--- config.mk ---
export PLATFORM = sky130hd
export DESIGN_NAME = addon_nv_memory_access_control
export DESIGN_NICKNAME = d
export VERILOG_FILES = /design/src/design/nv_access_pkg.sv /design/src/design/addon_nv_memory_access_control.sv /design/src/design/nv_byte_port.sv
export SDC_FILE = /design/constraint.sdc
export NUM_CORES = 1
export LEC_CHECK = 0
export ABC_AREA = 0
export BUFFER_PORTS_ARGS = -buffer_cell sky130_fd_sc_hd__buf_2
export CAP_MARGIN = 20
export CORE_AREA = 2 2 113 115
export DETAILED_ROUTE_END_ITERATION = 7
export DIE_AREA = 0 0 115 117
export PLACE_DENSITY = 0.71
export RECOVER_POWER = 100
export SLEW_MARGIN = 0
export SYNTH_ARGS = -nofsm -noshare
export SYNTH_HDL_FRONTEND = slang
export SYNTH_SLANG_ARGS = --single-unit
export TNS_END_PERCENT = 10
--- constraint.sdc ---
create_clock -name mclk -period 2 [get_ports mclk]
set_input_delay 0.6 -clock mclk [delete_from_list [all_inputs] [get_ports mclk]]
set_output_delay 0.6 -clock mclk [all_outputs]
set_load 0.02 [all_outputs]
--- src/design/nv_access_pkg.sv ---
// Shared constants and carrier types for the add-on control/status block.
package nv_access_pkg;

  // Register placement within the add-on register space.
  localparam int REG_ADDR_W = 6;
  localparam logic [REG_ADDR_W-1:0] AGCS_OFFSET = 6'h3c;

  // Power-up contents for the two bus-mastering modes.
  localparam logic [31:0] RESET_PCI_MASTER = 32'h000000f4;
  localparam logic [31:0] RESET_ADDON_MASTER = 32'h00000034;

  // Field positions inside the control/status word.
  localparam int BIT_GO = 31;
  localparam int CMD_MSB = 31;
  localparam int CMD_LSB = 29;
  localparam int BIT_TCE = 28;
  localparam int BIT_MBX_RST = 27;
  localparam int BIT_OUT_RST = 26;
  localparam int BIT_IN_RST = 25;
  localparam int PORT_MSB = 23;
  localparam int PORT_LSB = 16;
  localparam int STAT_MSB = 7;
  localparam int STAT_LSB = 1;
  localparam int LANE_CMD = 3;
  localparam int LANE_PORT = 2;

  // Access step codes of the nv access command field.
  localparam logic [2:0] CMD_LOAD_LO = 3'h4;
  localparam logic [2:0] CMD_LOAD_HI = 3'h5;
  localparam logic [2:0] CMD_WRITE = 3'h6;
  localparam logic [2:0] CMD_READ = 3'h7;

  // External memory cycle time and its length in clock cycles, rounded up.
  localparam int CLK_PERIOD_NS = 40;
  localparam int NV_ACCESS_NS = 250;
  localparam int NV_ACCESS_CYCLES = (NV_ACCESS_NS + CLK_PERIOD_NS - 1) / CLK_PERIOD_NS;

  // One register access from the add-on register port.
  typedef struct packed {
    logic sel;
    logic wr;
    logic rd;
    logic [REG_ADDR_W-1:0] addr;
    logic [3:0] be;
    logic [31:0] wdata;
  } reg_req_s;

  // Byte-wide nv memory pins driven by the device.
  typedef struct packed {
    logic [15:0] addr;
    logic [7:0] dataOut;
    logic dataOe;
    logic weN;
    logic oeN;
  } nv_pins_s;

endpackage : nv_access_pkg

--- src/design/addon_nv_memory_access_control.sv ---
// Add-on general control/status register with nv memory access port and flag resets.
// Notes on behaviour
// - Register decoded at add-on offset 3Ch
// - Power-up value depends on bus mastering mode
// - Software resets mailbox and FIFO flags
// - Codes 100/101 latch low/high address byte
// - Codes 110/111 begin memory write/read
// - Top bit reads busy during memory operation
// - Bits 23:16 form the nv port byte
// - Bit 27 pulses mailbox flag reset
// - Bit 26 pulses outbound FIFO flag reset
// - Bit 25 pulses inbound FIFO flag reset
`timescale 1ns/10ps
module addon_nv_memory_access_control #(
  parameter int ACCESS_CYCLES = nv_access_pkg::NV_ACCESS_CYCLES
) (
  input wire logic mclk,
  input wire logic srst,
  input wire logic addonMasterMode,
  input nv_access_pkg::reg_req_s regReq,
  input wire logic [nv_access_pkg::STAT_MSB:nv_access_pkg::STAT_LSB] statusIn,
  input wire logic [7:0] nvDataIn,
  output logic [31:0] regRdata,
  output logic regRdValid,
  output logic mailboxFlagReset,
  output logic outFifoFlagReset,
  output logic inFifoFlagReset,
  output logic transferCountEnable,
  output nv_access_pkg::nv_pins_s nvPins
);
  import nv_access_pkg::*;

  logic wrHit, rdHit, cmdLane, portLane, stepOk, startOp, done;
  logic [2:0] cmd;
  logic [7:0] portNew, rdByte;
  logic busy_q, busy_d;
  logic [1:0] op_q, op_d;
  logic [7:0] port_q, port_d, addrLo_q, addrLo_d, addrHi_q, addrHi_d;
  logic [7:0] stat_q, stat_d;
  logic tce_q, tce_d, mbx_q, mbx_d, outRst_q, outRst_d, inRst_q, inRst_d;
  logic [31:0] rdata_q, rdata_d;
  logic rdValid_q, rdValid_d;

  // Decode of one register access; steps are refused while busy.
  assign wrHit = regReq.sel && regReq.wr && (regReq.addr == AGCS_OFFSET);
  assign rdHit = regReq.sel && regReq.rd && (regReq.addr == AGCS_OFFSET);
  assign cmdLane = regReq.be[LANE_CMD];
  assign portLane = regReq.be[LANE_PORT];
  assign cmd = regReq.wdata[CMD_MSB:CMD_LSB];
  assign stepOk = wrHit && cmdLane && regReq.wdata[BIT_GO] && !busy_q;
  assign startOp = stepOk && cmd[1];
  assign portNew = portLane ? regReq.wdata[PORT_MSB:PORT_LSB] : port_q;

  // Memory cycle engine for begin write and begin read steps.
  nv_byte_port #(.ACCESS_CYCLES(ACCESS_CYCLES)) engine (
    .mclk(mclk),
    .srst(srst),
    .start(startOp),
    .isRead(cmd == CMD_READ),
    .memAddr({addrHi_q, addrLo_q}),
    .memWdata(portNew),
    .nvDataIn(nvDataIn),
    .nvPins(nvPins),
    .done(done),
    .rdByte(rdByte)
  );

  // Access step sequencing: address latches, port byte and busy flag.
  always_comb
  begin
    busy_d = busy_q;
    op_d = op_q;
    port_d = port_q;
    addrLo_d = addrLo_q;
    addrHi_d = addrHi_q;
    if (done)
    begin
      busy_d = 1'b0;
      if (op_q == CMD_READ[1:0])
      begin
        port_d = rdByte;
      end
    end
    if (stepOk)
    begin
      op_d = cmd[1:0];
      port_d = portNew;
      if (cmd == CMD_LOAD_LO)
      begin
        addrLo_d = portNew;
      end
      if (cmd == CMD_LOAD_HI)
      begin
        addrHi_d = portNew;
      end
      if (startOp)
      begin
        busy_d = 1'b1;
      end
    end
  end

  // Control bits, one-cycle flag reset pulses and status sampling.
  always_comb
  begin
    tce_d = tce_q;
    mbx_d = 1'b0;
    outRst_d = 1'b0;
    inRst_d = 1'b0;
    stat_d = {statusIn, 1'b0};
    if (wrHit && cmdLane)
    begin
      tce_d = regReq.wdata[BIT_TCE];
      mbx_d = regReq.wdata[BIT_MBX_RST];
      outRst_d = regReq.wdata[BIT_OUT_RST];
      inRst_d = regReq.wdata[BIT_IN_RST];
    end
  end

  // Read data: write-only and reserved bits return zero.
  always_comb
  begin
    rdValid_d = rdHit;
    rdata_d = rdata_q;
    if (rdHit)
    begin
      rdata_d = '0;
      rdata_d[BIT_GO] = busy_q;
      rdata_d[CMD_LSB+1:CMD_LSB] = op_q;
      rdata_d[BIT_TCE] = tce_q;
      rdata_d[PORT_MSB:PORT_LSB] = port_q;
      rdata_d[STAT_MSB:0] = stat_q;
    end
  end

  // Register stage; power-up value follows the bus mastering mode.
  always_ff @(posedge mclk)
  begin
    if (srst)
    begin
      busy_q <= 1'b0;
      op_q <= 2'b00;
      port_q <= 8'h00;
      addrLo_q <= 8'h00;
      addrHi_q <= 8'h00;
      tce_q <= 1'b0;
      mbx_q <= 1'b0;
      outRst_q <= 1'b0;
      inRst_q <= 1'b0;
      stat_q <= addonMasterMode ? RESET_ADDON_MASTER[7:0] : RESET_PCI_MASTER[7:0];
      rdata_q <= 32'h00000000;
      rdValid_q <= 1'b0;
    end
    else
    begin
      busy_q <= busy_d;
      op_q <= op_d;
      port_q <= port_d;
      addrLo_q <= addrLo_d;
      addrHi_q <= addrHi_d;
      tce_q <= tce_d;
      mbx_q <= mbx_d;
      outRst_q <= outRst_d;
      inRst_q <= inRst_d;
      stat_q <= stat_d;
      rdata_q <= rdata_d;
      rdValid_q <= rdValid_d;
    end
  end

  // Outputs come straight from the register stage.
  assign regRdata = rdata_q;
  assign regRdValid = rdValid_q;
  assign mailboxFlagReset = mbx_q;
  assign outFifoFlagReset = outRst_q;
  assign inFifoFlagReset = inRst_q;
  assign transferCountEnable = tce_q;
endmodule : addon_nv_memory_access_control

--- src/design/nv_byte_port.sv ---
// Byte-wide nv memory cycle engine: one timed read or write per start.
`timescale 1ns/10ps
module nv_byte_port #(
  parameter int ACCESS_CYCLES = nv_access_pkg::NV_ACCESS_CYCLES
) (
  input wire logic mclk,
  input wire logic srst,
  input wire logic start,
  input wire logic isRead,
  input wire logic [15:0] memAddr,
  input wire logic [7:0] memWdata,
  input wire logic [7:0] nvDataIn,
  output nv_access_pkg::nv_pins_s nvPins,
  output logic done,
  output logic [7:0] rdByte
);
  import nv_access_pkg::*;

  typedef enum logic [1:0] {IDLE, ACCESS} eng_state_e;

  eng_state_e state_q, state_d;
  logic [7:0] cnt_q, cnt_d;
  nv_pins_s pins_q, pins_d;
  logic done_q, done_d;
  logic [7:0] rd_q, rd_d;
  logic readOp_q, readOp_d;

  // Drive the strobes for a fixed access time, then capture and report done.
  always_comb
  begin
    state_d = state_q;
    cnt_d = cnt_q;
    pins_d = pins_q;
    done_d = 1'b0;
    rd_d = rd_q;
    readOp_d = readOp_q;
    unique case (state_q)
      IDLE:
      begin
        if (start)
        begin
          state_d = ACCESS;
          cnt_d = 8'(ACCESS_CYCLES - 1);
          readOp_d = isRead;
          pins_d.addr = memAddr;
          pins_d.dataOut = memWdata;
          pins_d.dataOe = !isRead;
          pins_d.weN = isRead;
          pins_d.oeN = !isRead;
        end
      end
      ACCESS:
      begin
        if (cnt_q == 8'h00)
        begin
          state_d = IDLE;
          done_d = 1'b1;
          pins_d.dataOe = 1'b0;
          pins_d.weN = 1'b1;
          pins_d.oeN = 1'b1;
          if (readOp_q)
          begin
            rd_d = nvDataIn;
          end
        end
        else
        begin
          cnt_d = cnt_q - 8'h01;
        end
      end
    endcase
  end

  // Engine state registers.
  always_ff @(posedge mclk)
  begin
    if (srst)
    begin
      state_q <= IDLE;
      cnt_q <= 8'h00;
      pins_q <= '{addr: 16'h0000, dataOut: 8'h00, dataOe: 1'b0, weN: 1'b1, oeN: 1'b1};
      done_q <= 1'b0;
      rd_q <= 8'h00;
      readOp_q <= 1'b0;
    end
    else
    begin
      state_q <= state_d;
      cnt_q <= cnt_d;
      pins_q <= pins_d;
      done_q <= done_d;
      rd_q <= rd_d;
      readOp_q <= readOp_d;
    end
  end

  // Outputs come straight from the engine registers.
  assign nvPins = pins_q;
  assign done = done_q;
  assign rdByte = rd_q;

endmodule : nv_byte_port

[Word-level counts from Yosys, hierarchy flattened]
Index checks and enable logic that the tools add are counted.
Operators by class
  $add $sub $neg: 1
  eq/ne operators: 9
  muxes and demuxes: 19
  bitwise operators: 2
  reductions and logical operators: 23
Operator list (number)
  2-to-1 mux 8 bit: 8
  one-hot mux 8 bit (2 select lines): 1
  AND reduction 2 bit: 6
  == test 3 bit (second input constant): 3
  logical AND 1 bit: 8
  zero test 8 bit: 1
  subtractor 8 x 1 -> 8 bit (second input constant): 1
  == test 6 bit (second input constant): 1
  2-to-1 mux 3 bit: 2
  one-hot mux 3 bit (2 select lines): 1
  2-to-1 mux 1 bit: 4
  2-to-1 mux 2 bit: 2
  != test 2 x 1 -> 1 bit (second input constant): 2
  one-hot mux 2 bit (2 select lines): 1
  nonzero test 2 bit: 2
  OR reduction 2 bit: 2
  AND reduction 3 bit: 1
  == test 2 x 1 -> 1 bit (second input constant): 1
  == test 2 bit (second input constant): 1
  zero test 1 bit: 2
  zero test 2 bit: 1
  != test 2 bit (second input constant): 1
  inverter 1 bit: 2
Storage, ports and cells
  bits in registers: 107
  input port bits: 63
  output and inout port bits: 64

[Depth between registers and ports, before layout]
Gate-level depths: netlist of run 1.
  word-level depth: 8
  depth in mapped cells: 6

[Modules after synthesis]
From an unflattened synthesis of run 1, not the netlist that was laid out.
Unflattened totals
  cells, all modules: 484
  area total of the unflattened synthesis: 4595.7 µm²
Modules (own cells, without submodules)
  addon_nv_memory_access_control: instances 1, cells an instance 264, area an instance 2706.3 µm²
  nv_byte_port: instances 1, cells an instance 220, area an instance 1889.3 µm²

[Worst setup path before layout of run 1]
OpenSTA, ideal clock, no wires.
  path kind: input to register
  from: in regReq[37] (netlist bit)
  to: reg engine.cnt_q[0]
  arrival: 2.032 ns
  required time: 1.884 ns
  slack: -0.148 ns
  cell stages on the path: 5
  buffers on the path: 1
  path through: or3b_1 buf_6 or4_4 and2_4 a31o_2
Between the ends
  longest elaborated chain between the ends: 8
Ends and longest elaborated chain
  start: declaration: RTL line addon_nv_memory_access_control.sv:20  | input nv_access_pkg::reg_req_s regReq,
  == test 6 bit: RTL line addon_nv_memory_access_control.sv:45  | assign wrHit = regReq.sel && regReq.wr && (regReq.addr == AGCS_OFFSET);
  logical AND 1 bit: RTL line addon_nv_memory_access_control.sv:45
  logical AND 1 bit (3 in a row): RTL line addon_nv_memory_access_control.sv:50  | assign stepOk = wrHit && cmdLane && regReq.wdata[BIT_GO] && !busy_q;
  logical AND 1 bit: RTL line addon_nv_memory_access_control.sv:51  | assign startOp = stepOk && cmd[1];
  != test 2 x 1 -> 1 bit (no source line)
  AND reduction 2 bit (no source line)
  end signal: assignment: RTL line nv_byte_port.sv:89  | cnt_q <= cnt_d;
  end: declaration: RTL line nv_byte_port.sv:22  | logic [7:0] cnt_q, cnt_d;
Every way passes these cells.
A chain may end at the register's enable or synchronous reset.

[Worst setup path in the final report of run 1]
  from: in regReq[36] (netlist bit)
  to: reg addrHi_q[4]
Between the ends
  longest elaborated chain between the ends: 6
Ends and longest elaborated chain
  == test 6 bit: RTL line addon_nv_memory_access_control.sv:45
  logical AND 1 bit: RTL line addon_nv_memory_access_control.sv:45
  logical AND 1 bit (3 in a row): RTL line addon_nv_memory_access_control.sv:50
  AND reduction 2 bit (no source line)
  end signal: assignment: RTL line addon_nv_memory_access_control.sv:160  | addrHi_q <= addrHi_d;
  end: declaration: RTL line addon_nv_memory_access_control.sv:38  | logic [7:0] port_q, port_d, addrLo_q, addrLo_d, addrHi_q, addrHi_d;
Every way passes these cells.

==> results of run 1 <==
-- sequential cells by signal, indices dropped and copies added, names as in the netlist --
register / flops
regRdata: 19
addrHi_q: 8
engine.rdByte: 8
busy_q: 1
engine.state_q: 1
stat_q: 7
engine.readOp_q: 1
op_q: 2
mailboxFlagReset: 1
port_q: 8
transferCountEnable: 1
engine.nvPins: 27
inFifoFlagReset: 1
engine.done: 1
engine.cnt_q: 8
outFifoFlagReset: 1
addrLo_q: 8
regRdValid: 1
-- through the flow --
stage | utilization [%] | cells | total power [mW] | hold slack, ns
2_1_floorplan | - | 461 | 2.26 | 0.417
3_3_place_gp | 40.6 | 696 | 2.32 | 0.420
3_5_place_dp | 40.6 | 696 | 2.32 | 0.434
4_1_cts | 43.0 | 712 | 4.05 | 0.428
5_1_grt | 42.0 | 712 | 4.15 | 0.435
6_report | 42.0 | 712 | 4.00 | 0.439
-- path summary, 6_finish.rpt --
| kind | slack, ns | end | startpoint | cells after the start |
|---|---|---|---|---|
| setup / recovery | 0.09 | addrHi_q[4] | regReq[36] | 7 |
| hold / removal | 0.44 | regRdata[4] | stat_q[4] | 2 |
| setup reg to reg | 0.12 | engine.cnt_q[6] | engine.cnt_q[1] | 5 |
| hold reg to reg | 0.44 | regRdata[4] | stat_q[4] | 2 |
-- area by class of cell --
type	instances	area share (%)
clock inverters	5	1.09
well taps	150	3.63
flip-flops and latches	104	40.2
inverters	7	0.508
repair buffers	124	12.9
multi-input cells	311	37.2
clock buffers	11	4.50
-- layer usage --
metal  wire length [µm]  vias to the layer above  GRT usage (%)
met5                 13                        -              0
met4                198                        2           7.07
met3                583                       16           4.27
met2               4740                       92           25.3
met1               4420                     1629           18.5
li1                   -                     1736              -
-- tightest hold or removal path: stages, from the launching register on --
cell and delay (ns):
dfxtp_1 0.30, nand2_1 0.05, a21oi_1 0.05
-- placed cells by master (no fill, tap or decap), types with 4 or more instances in the layout --
cell and n:
a21oi_1 39, buf_4 19, buf_12 4, nor3b_1 4
nand2_1 74, buf_2 40, conb_1 13, a211oi_1 17
nor2_1 49, dfxtp_1 104, clkbuf_16 9, mux2i_1 35
mux2_2 16, nand3_1 6, inv_1 7, clkbuf_1 58
-- cell families (layout without fill, tap and decap cells) --
logic type               count (synthesis)  after routing
flip-flops                             104            104
AND/OR/NAND/NOR                        173            173
XOR/XNOR                                 1              1
buffers and inverters                   46            147
multiplexers                            51             51
adder cells (fa/ha/maj)                  2              2
other                                    1             13
AO/OA/AOI/OAI                           71             71
-- timing repair --
item                       CTS  global route
setup endpoints to repair    1             5
resized for setup            1             1
gates cloned                 0             0
pin swaps                    0             0
-- where the power goes --
part	total, mW	internal, mW	switching [mW]
Sequential	2.08	2.08	0.00270
Clock	1.73	0.972	0.755
Combinational	0.191	0.0748	0.116
==> metrics.yaml, run 1 <==
drt-initial-drc-count: 202
initial_core_util_pct: 34.3
boundaryPins: 127
fillCellCount: 1251
synth-seq-area-share_pct: 49.3
post_drt_wl_per_cell_um: 14.0
postCtsHoldBufs: 0
synth_xor_xnor_area_share_pct: 0.208
ctsLongestPathBuffers: 2
routed_wl_mm: 9.96
grt_pass1_wl_mm: 16.3
cts_tree: "built"
worst_slack_ns: 0.0892
syn_inst: 449
finalSetupViolCount: 0
synth_cell_types: 48
seqCellArea_um2: 2080
path_delay_family: "simple AND/OR/NAND/NOR gates"
crit_chain: "clkbuf_1, or3b_4, clkbuf_4, nor4_2, buf_12, mux2i_1, nor2_1"
avgSynthCellArea_um2: 9.40
synth_simple_gate_area_share_pct: 20.7
synthMuxAreaShare_pct: 12.6
slew_headroom_pct: 43.8
end_kind: "flip-flop"
grt_use_total_pct: 15.3
grt_pass1_vias: 3437
cts_htree_levels: 3
firstDrtPassIters: 4
worstSkewPairLatency_ns: 0.34
power_density_nw_per_um2: 773
post-place-ws_ns: -0.302
worst_pin_slew_ns: 0.844
critPathRequiredTime_ns: 2.22
grt_overflow: 0
synth_area_leaders: "dfxtp_1 (49%), mux2i_1 (8.3%), nand2_1 (6.6%)"
cp-start-kind: "input pin"
hold_violations: 0
port_buffers: 94
grt_max_degree: 41
rsz0062_at_grt: "false"
finalNetCount: 622
status: "finished clean"
tns_ns: 0
synth-async-reset-ratio_pct: 0
syn_area_um2: 4220
postCtsSetupBuffers: 0
slowest_stage: "or3b_4"
yosys_warnings: 0
rows: 41
clk_pin_slew_ns: 0.07
numCtsBuffers: 9
place_area_um2: 5000
vias: 3475
area_growth_pct: 22.7
dpl.hpwl_mm: 7.32
synth_top_area_share_pct: 49.3
synth_compound_area_share_pct: 10.8
max_stage_delay_ns: 0.44
critPathMaxFanout: 8
synth_top_family_by_area: "simple AND/OR/NAND/NOR gates"
fin_area_um2: 5170
synth_common_cells: "dfxtp_1 (104), nand2_1 (74), nor2_1 (49)"
finalCriticalPeriod_ns: 1.91
cp.buffers_inverters: 3
clock_skew_ns: 0.00570
dieArea_um2: 13500
gp_congestion: 0.808
ys.flop_type: "dfxtp_1"
multi_input_area_um2: 1920
cts_sinks: 104
path_class: "input pin to flip-flop"
final-max-slew-violation-count: 0
drive_gt1_share_pct: 20.5
cts_root_buffer: "clkbuf_16"
die_h_um: 117
die_w_um: 115
fin_crit_sh_pct: 95.5
drc: 0
synth_top_area_cell: "dfxtp_1"
antenna_found_initial: 1
synth_edf_count: 0
synth_seq_cells: 104
detail-route-antenna-nets: 0
core_um2: 12300
viasPerCell: 4.88
peakVddDrop_mv: 0.443
maxCapViolCount: 0
max_freq_mhz: 523
synth.most_common_cell: "dfxtp_1"
crit_arrival_ns: 2.13
hp-class: "flip-flop to flip-flop"
diodes: 0
power_leakage_nw: 1.93
synthAdderAreaFrac_pct: 0.593
No activity file was read; power rests on OpenSTA's default activity.
==> run 2: changes to the inputs <==
Settings changed: CORE_AREA 2 2 113 115 to 2 2 99 101, DIE_AREA 0 0 115 117 to 0 0 101 103, PLACE_DENSITY 0.71 to 0.85.
==> run 2 against run 1 <==
Net effect:
- wire length shrank 5.4%
- worst setup slack gained 0.0030 ns
- sequential share of layout area grew 1.4 points
- non-clock buffer count shrank 6
- largest cell class unchanged
==> metrics.yaml, run 2 (synthesis gave the netlist of run 1 again) <==
power_leakage_nw: 1.88
numCtsBuffers: 9
path_class: "input pin to flip-flop"
grt_pass1_vias: 3305
maxCapViolCount: 0
cp.buffers_inverters: 2
viasPerCell: 5.13
final_common_cell: "dfxtp_1"
hold_violations: 0
final-max-slew-violation-count: 0
grt_pass1_wl_mm: 15.3
dieArea_um2: 10400
ctsLongestPathBuffers: 2
crit_chain: "buf_2, or3b_1, or4_1, buf_2, nand3_1, a31oi_1"
largest_reg_flops: 27
cts_htree_levels: 3
core_um2: 9460
crit_arrival_ns: 2.10
detail-route-antenna-nets: 0
drc: 0
drive_gt1_share_pct: 20.1
slew_headroom_pct: 19.2
path_delay_family: "simple AND/OR/NAND/NOR gates"
max_stage_delay_ns: 0.48
finalSetupViolCount: 0
slowest_stage: "or4_1"
grt_overflow: 0
critPathRequiredTime_ns: 2.19
fin_crit_sh_pct: 95.4
worst_hold_slack_ns: 0.419
end_kind: "flip-flop"
wl_met2_mm: 4.72
max_freq_mhz: 524
cp_common_cell: "buf_2"
finalNetCount: 616
worstSkewPairLatency_ns: 0.36
gp_congestion: 0.779
grt_use_total_pct: 18.4
port_buffers: 94
peakVddDrop_mv: 0.301
highest_layer: "met4"
drt-initial-drc-count: 172
worst_pin_slew_ns: 1.21
hp-class: "input pin to flip-flop"
diodes: 0
total_power_mw: 3.51
firstDrtPassIters: 4
critPathMaxFanout: 20
power_density_nw_per_um2: 702
routed_wl_mm: 9.43
rsz0062_at_grt: "false"
grt_max_degree: 42
clock_skew_ns: 0.0136
die_w_um: 101
layout_common_cells: "dfxtp_1 (104), nand2_1 (74), clkbuf_1 (54)"
finalCriticalPeriod_ns: 1.91
antenna_found_initial: 0
fillCellCount: 832
cts_sinks: 104
rows: 36
cts_tree: "built"
initial_core_util_pct: 44.6
wl_met3_um: 468
postCtsSetupBuffers: 0
cts_root_buffer: "clkbuf_8"
boundaryPins: 127
clk_pin_slew_ns: 0.10
status: "finished clean"
vias: 3435
dpl.hpwl_mm: 6.98
die_h_um: 103
post_drt_wl_per_cell_um: 14.1
cp-start-kind: "input pin"
area_growth_pct: 18.5
wl_met1_mm: 4.14
[run 2: cell types whose count changed in the layout (fill, tap and decap cells not counted), moves of 3 or more]
cell,delta
buf_4,-4
clkbuf_8,+10
buf_2,+3
clkinv_4,+3
clkbuf_1,-4
clkbuf_16,-9
[run 2: cell type report]
type	instances	area (µm²)	share of cell area, %
well taps	114	143	2.85
clock inverters	6	51.3	1.03
inverters	7	26.3	0.526
flip-flops and latches	104	2080	41.7
multi-input cells	311	1940	38.7
clock buffers	10	138	2.75
repair buffers	118	623	12.5
[run 2: final timing paths]
kind | startpoint | to | slack, ns | depth (start not counted)
worst max-delay path | regReq[36] | engine.cnt_q[4] | 0.09 | 6
worst min-delay path | statusIn[2] | stat_q[2] | 0.42 | 2
worst max register to register | engine.state_q[0] | engine.cnt_q[4] | 0.11 | 5
worst min register to register | stat_q[4] | regRdata[4] | 0.44 | 2
[run 2: worst reg2reg max path: stages, from the launching register on]
cell and delay (ns):
dfxtp_1 0.41, nand4bb_1 0.25, or4_1 0.58, buf_2 0.28
nand3_1 0.13, a31oi_1 0.08
[run 2: repair_timing]
action                                 CTS  global route
hold buffers                             0             0
endpoints found under the hold margin    0             0
setup endpoints to repair                0            10
resized for setup                        0             2
[run 2: per-stage QoR]
stage          setup WS, ns  instance area, µm²  utilization (%)  TNS, ns  std cells
2_1_floorplan       -0.0874                4270                -    -1.46        461
3_3_place_gp         -0.218                4890             51.7    -6.54        654
3_5_place_dp         -0.218                4890             51.7    -7.83        654
4_1_cts              0.0408                5080             53.7        0        670
5_1_grt              0.0222                5000             52.8        0        670
6_report             0.0922                5000             52.8        0        670
[run 2: routing by layer]
metal / global-route usage (%) / vias to the layer above
met2: 32.1 / 95
li1: - / 1726
met1: 22.1 / 1608
met3: 4.47 / 6
met5: 0 / -
met4: 7.17 / 0
[run 2: power breakdown]
part | internal [mW] | switching [mW]
registers | 2.08 | 0.00253
logic | 0.0716 | 0.114
clock network | 0.505 | 0.735
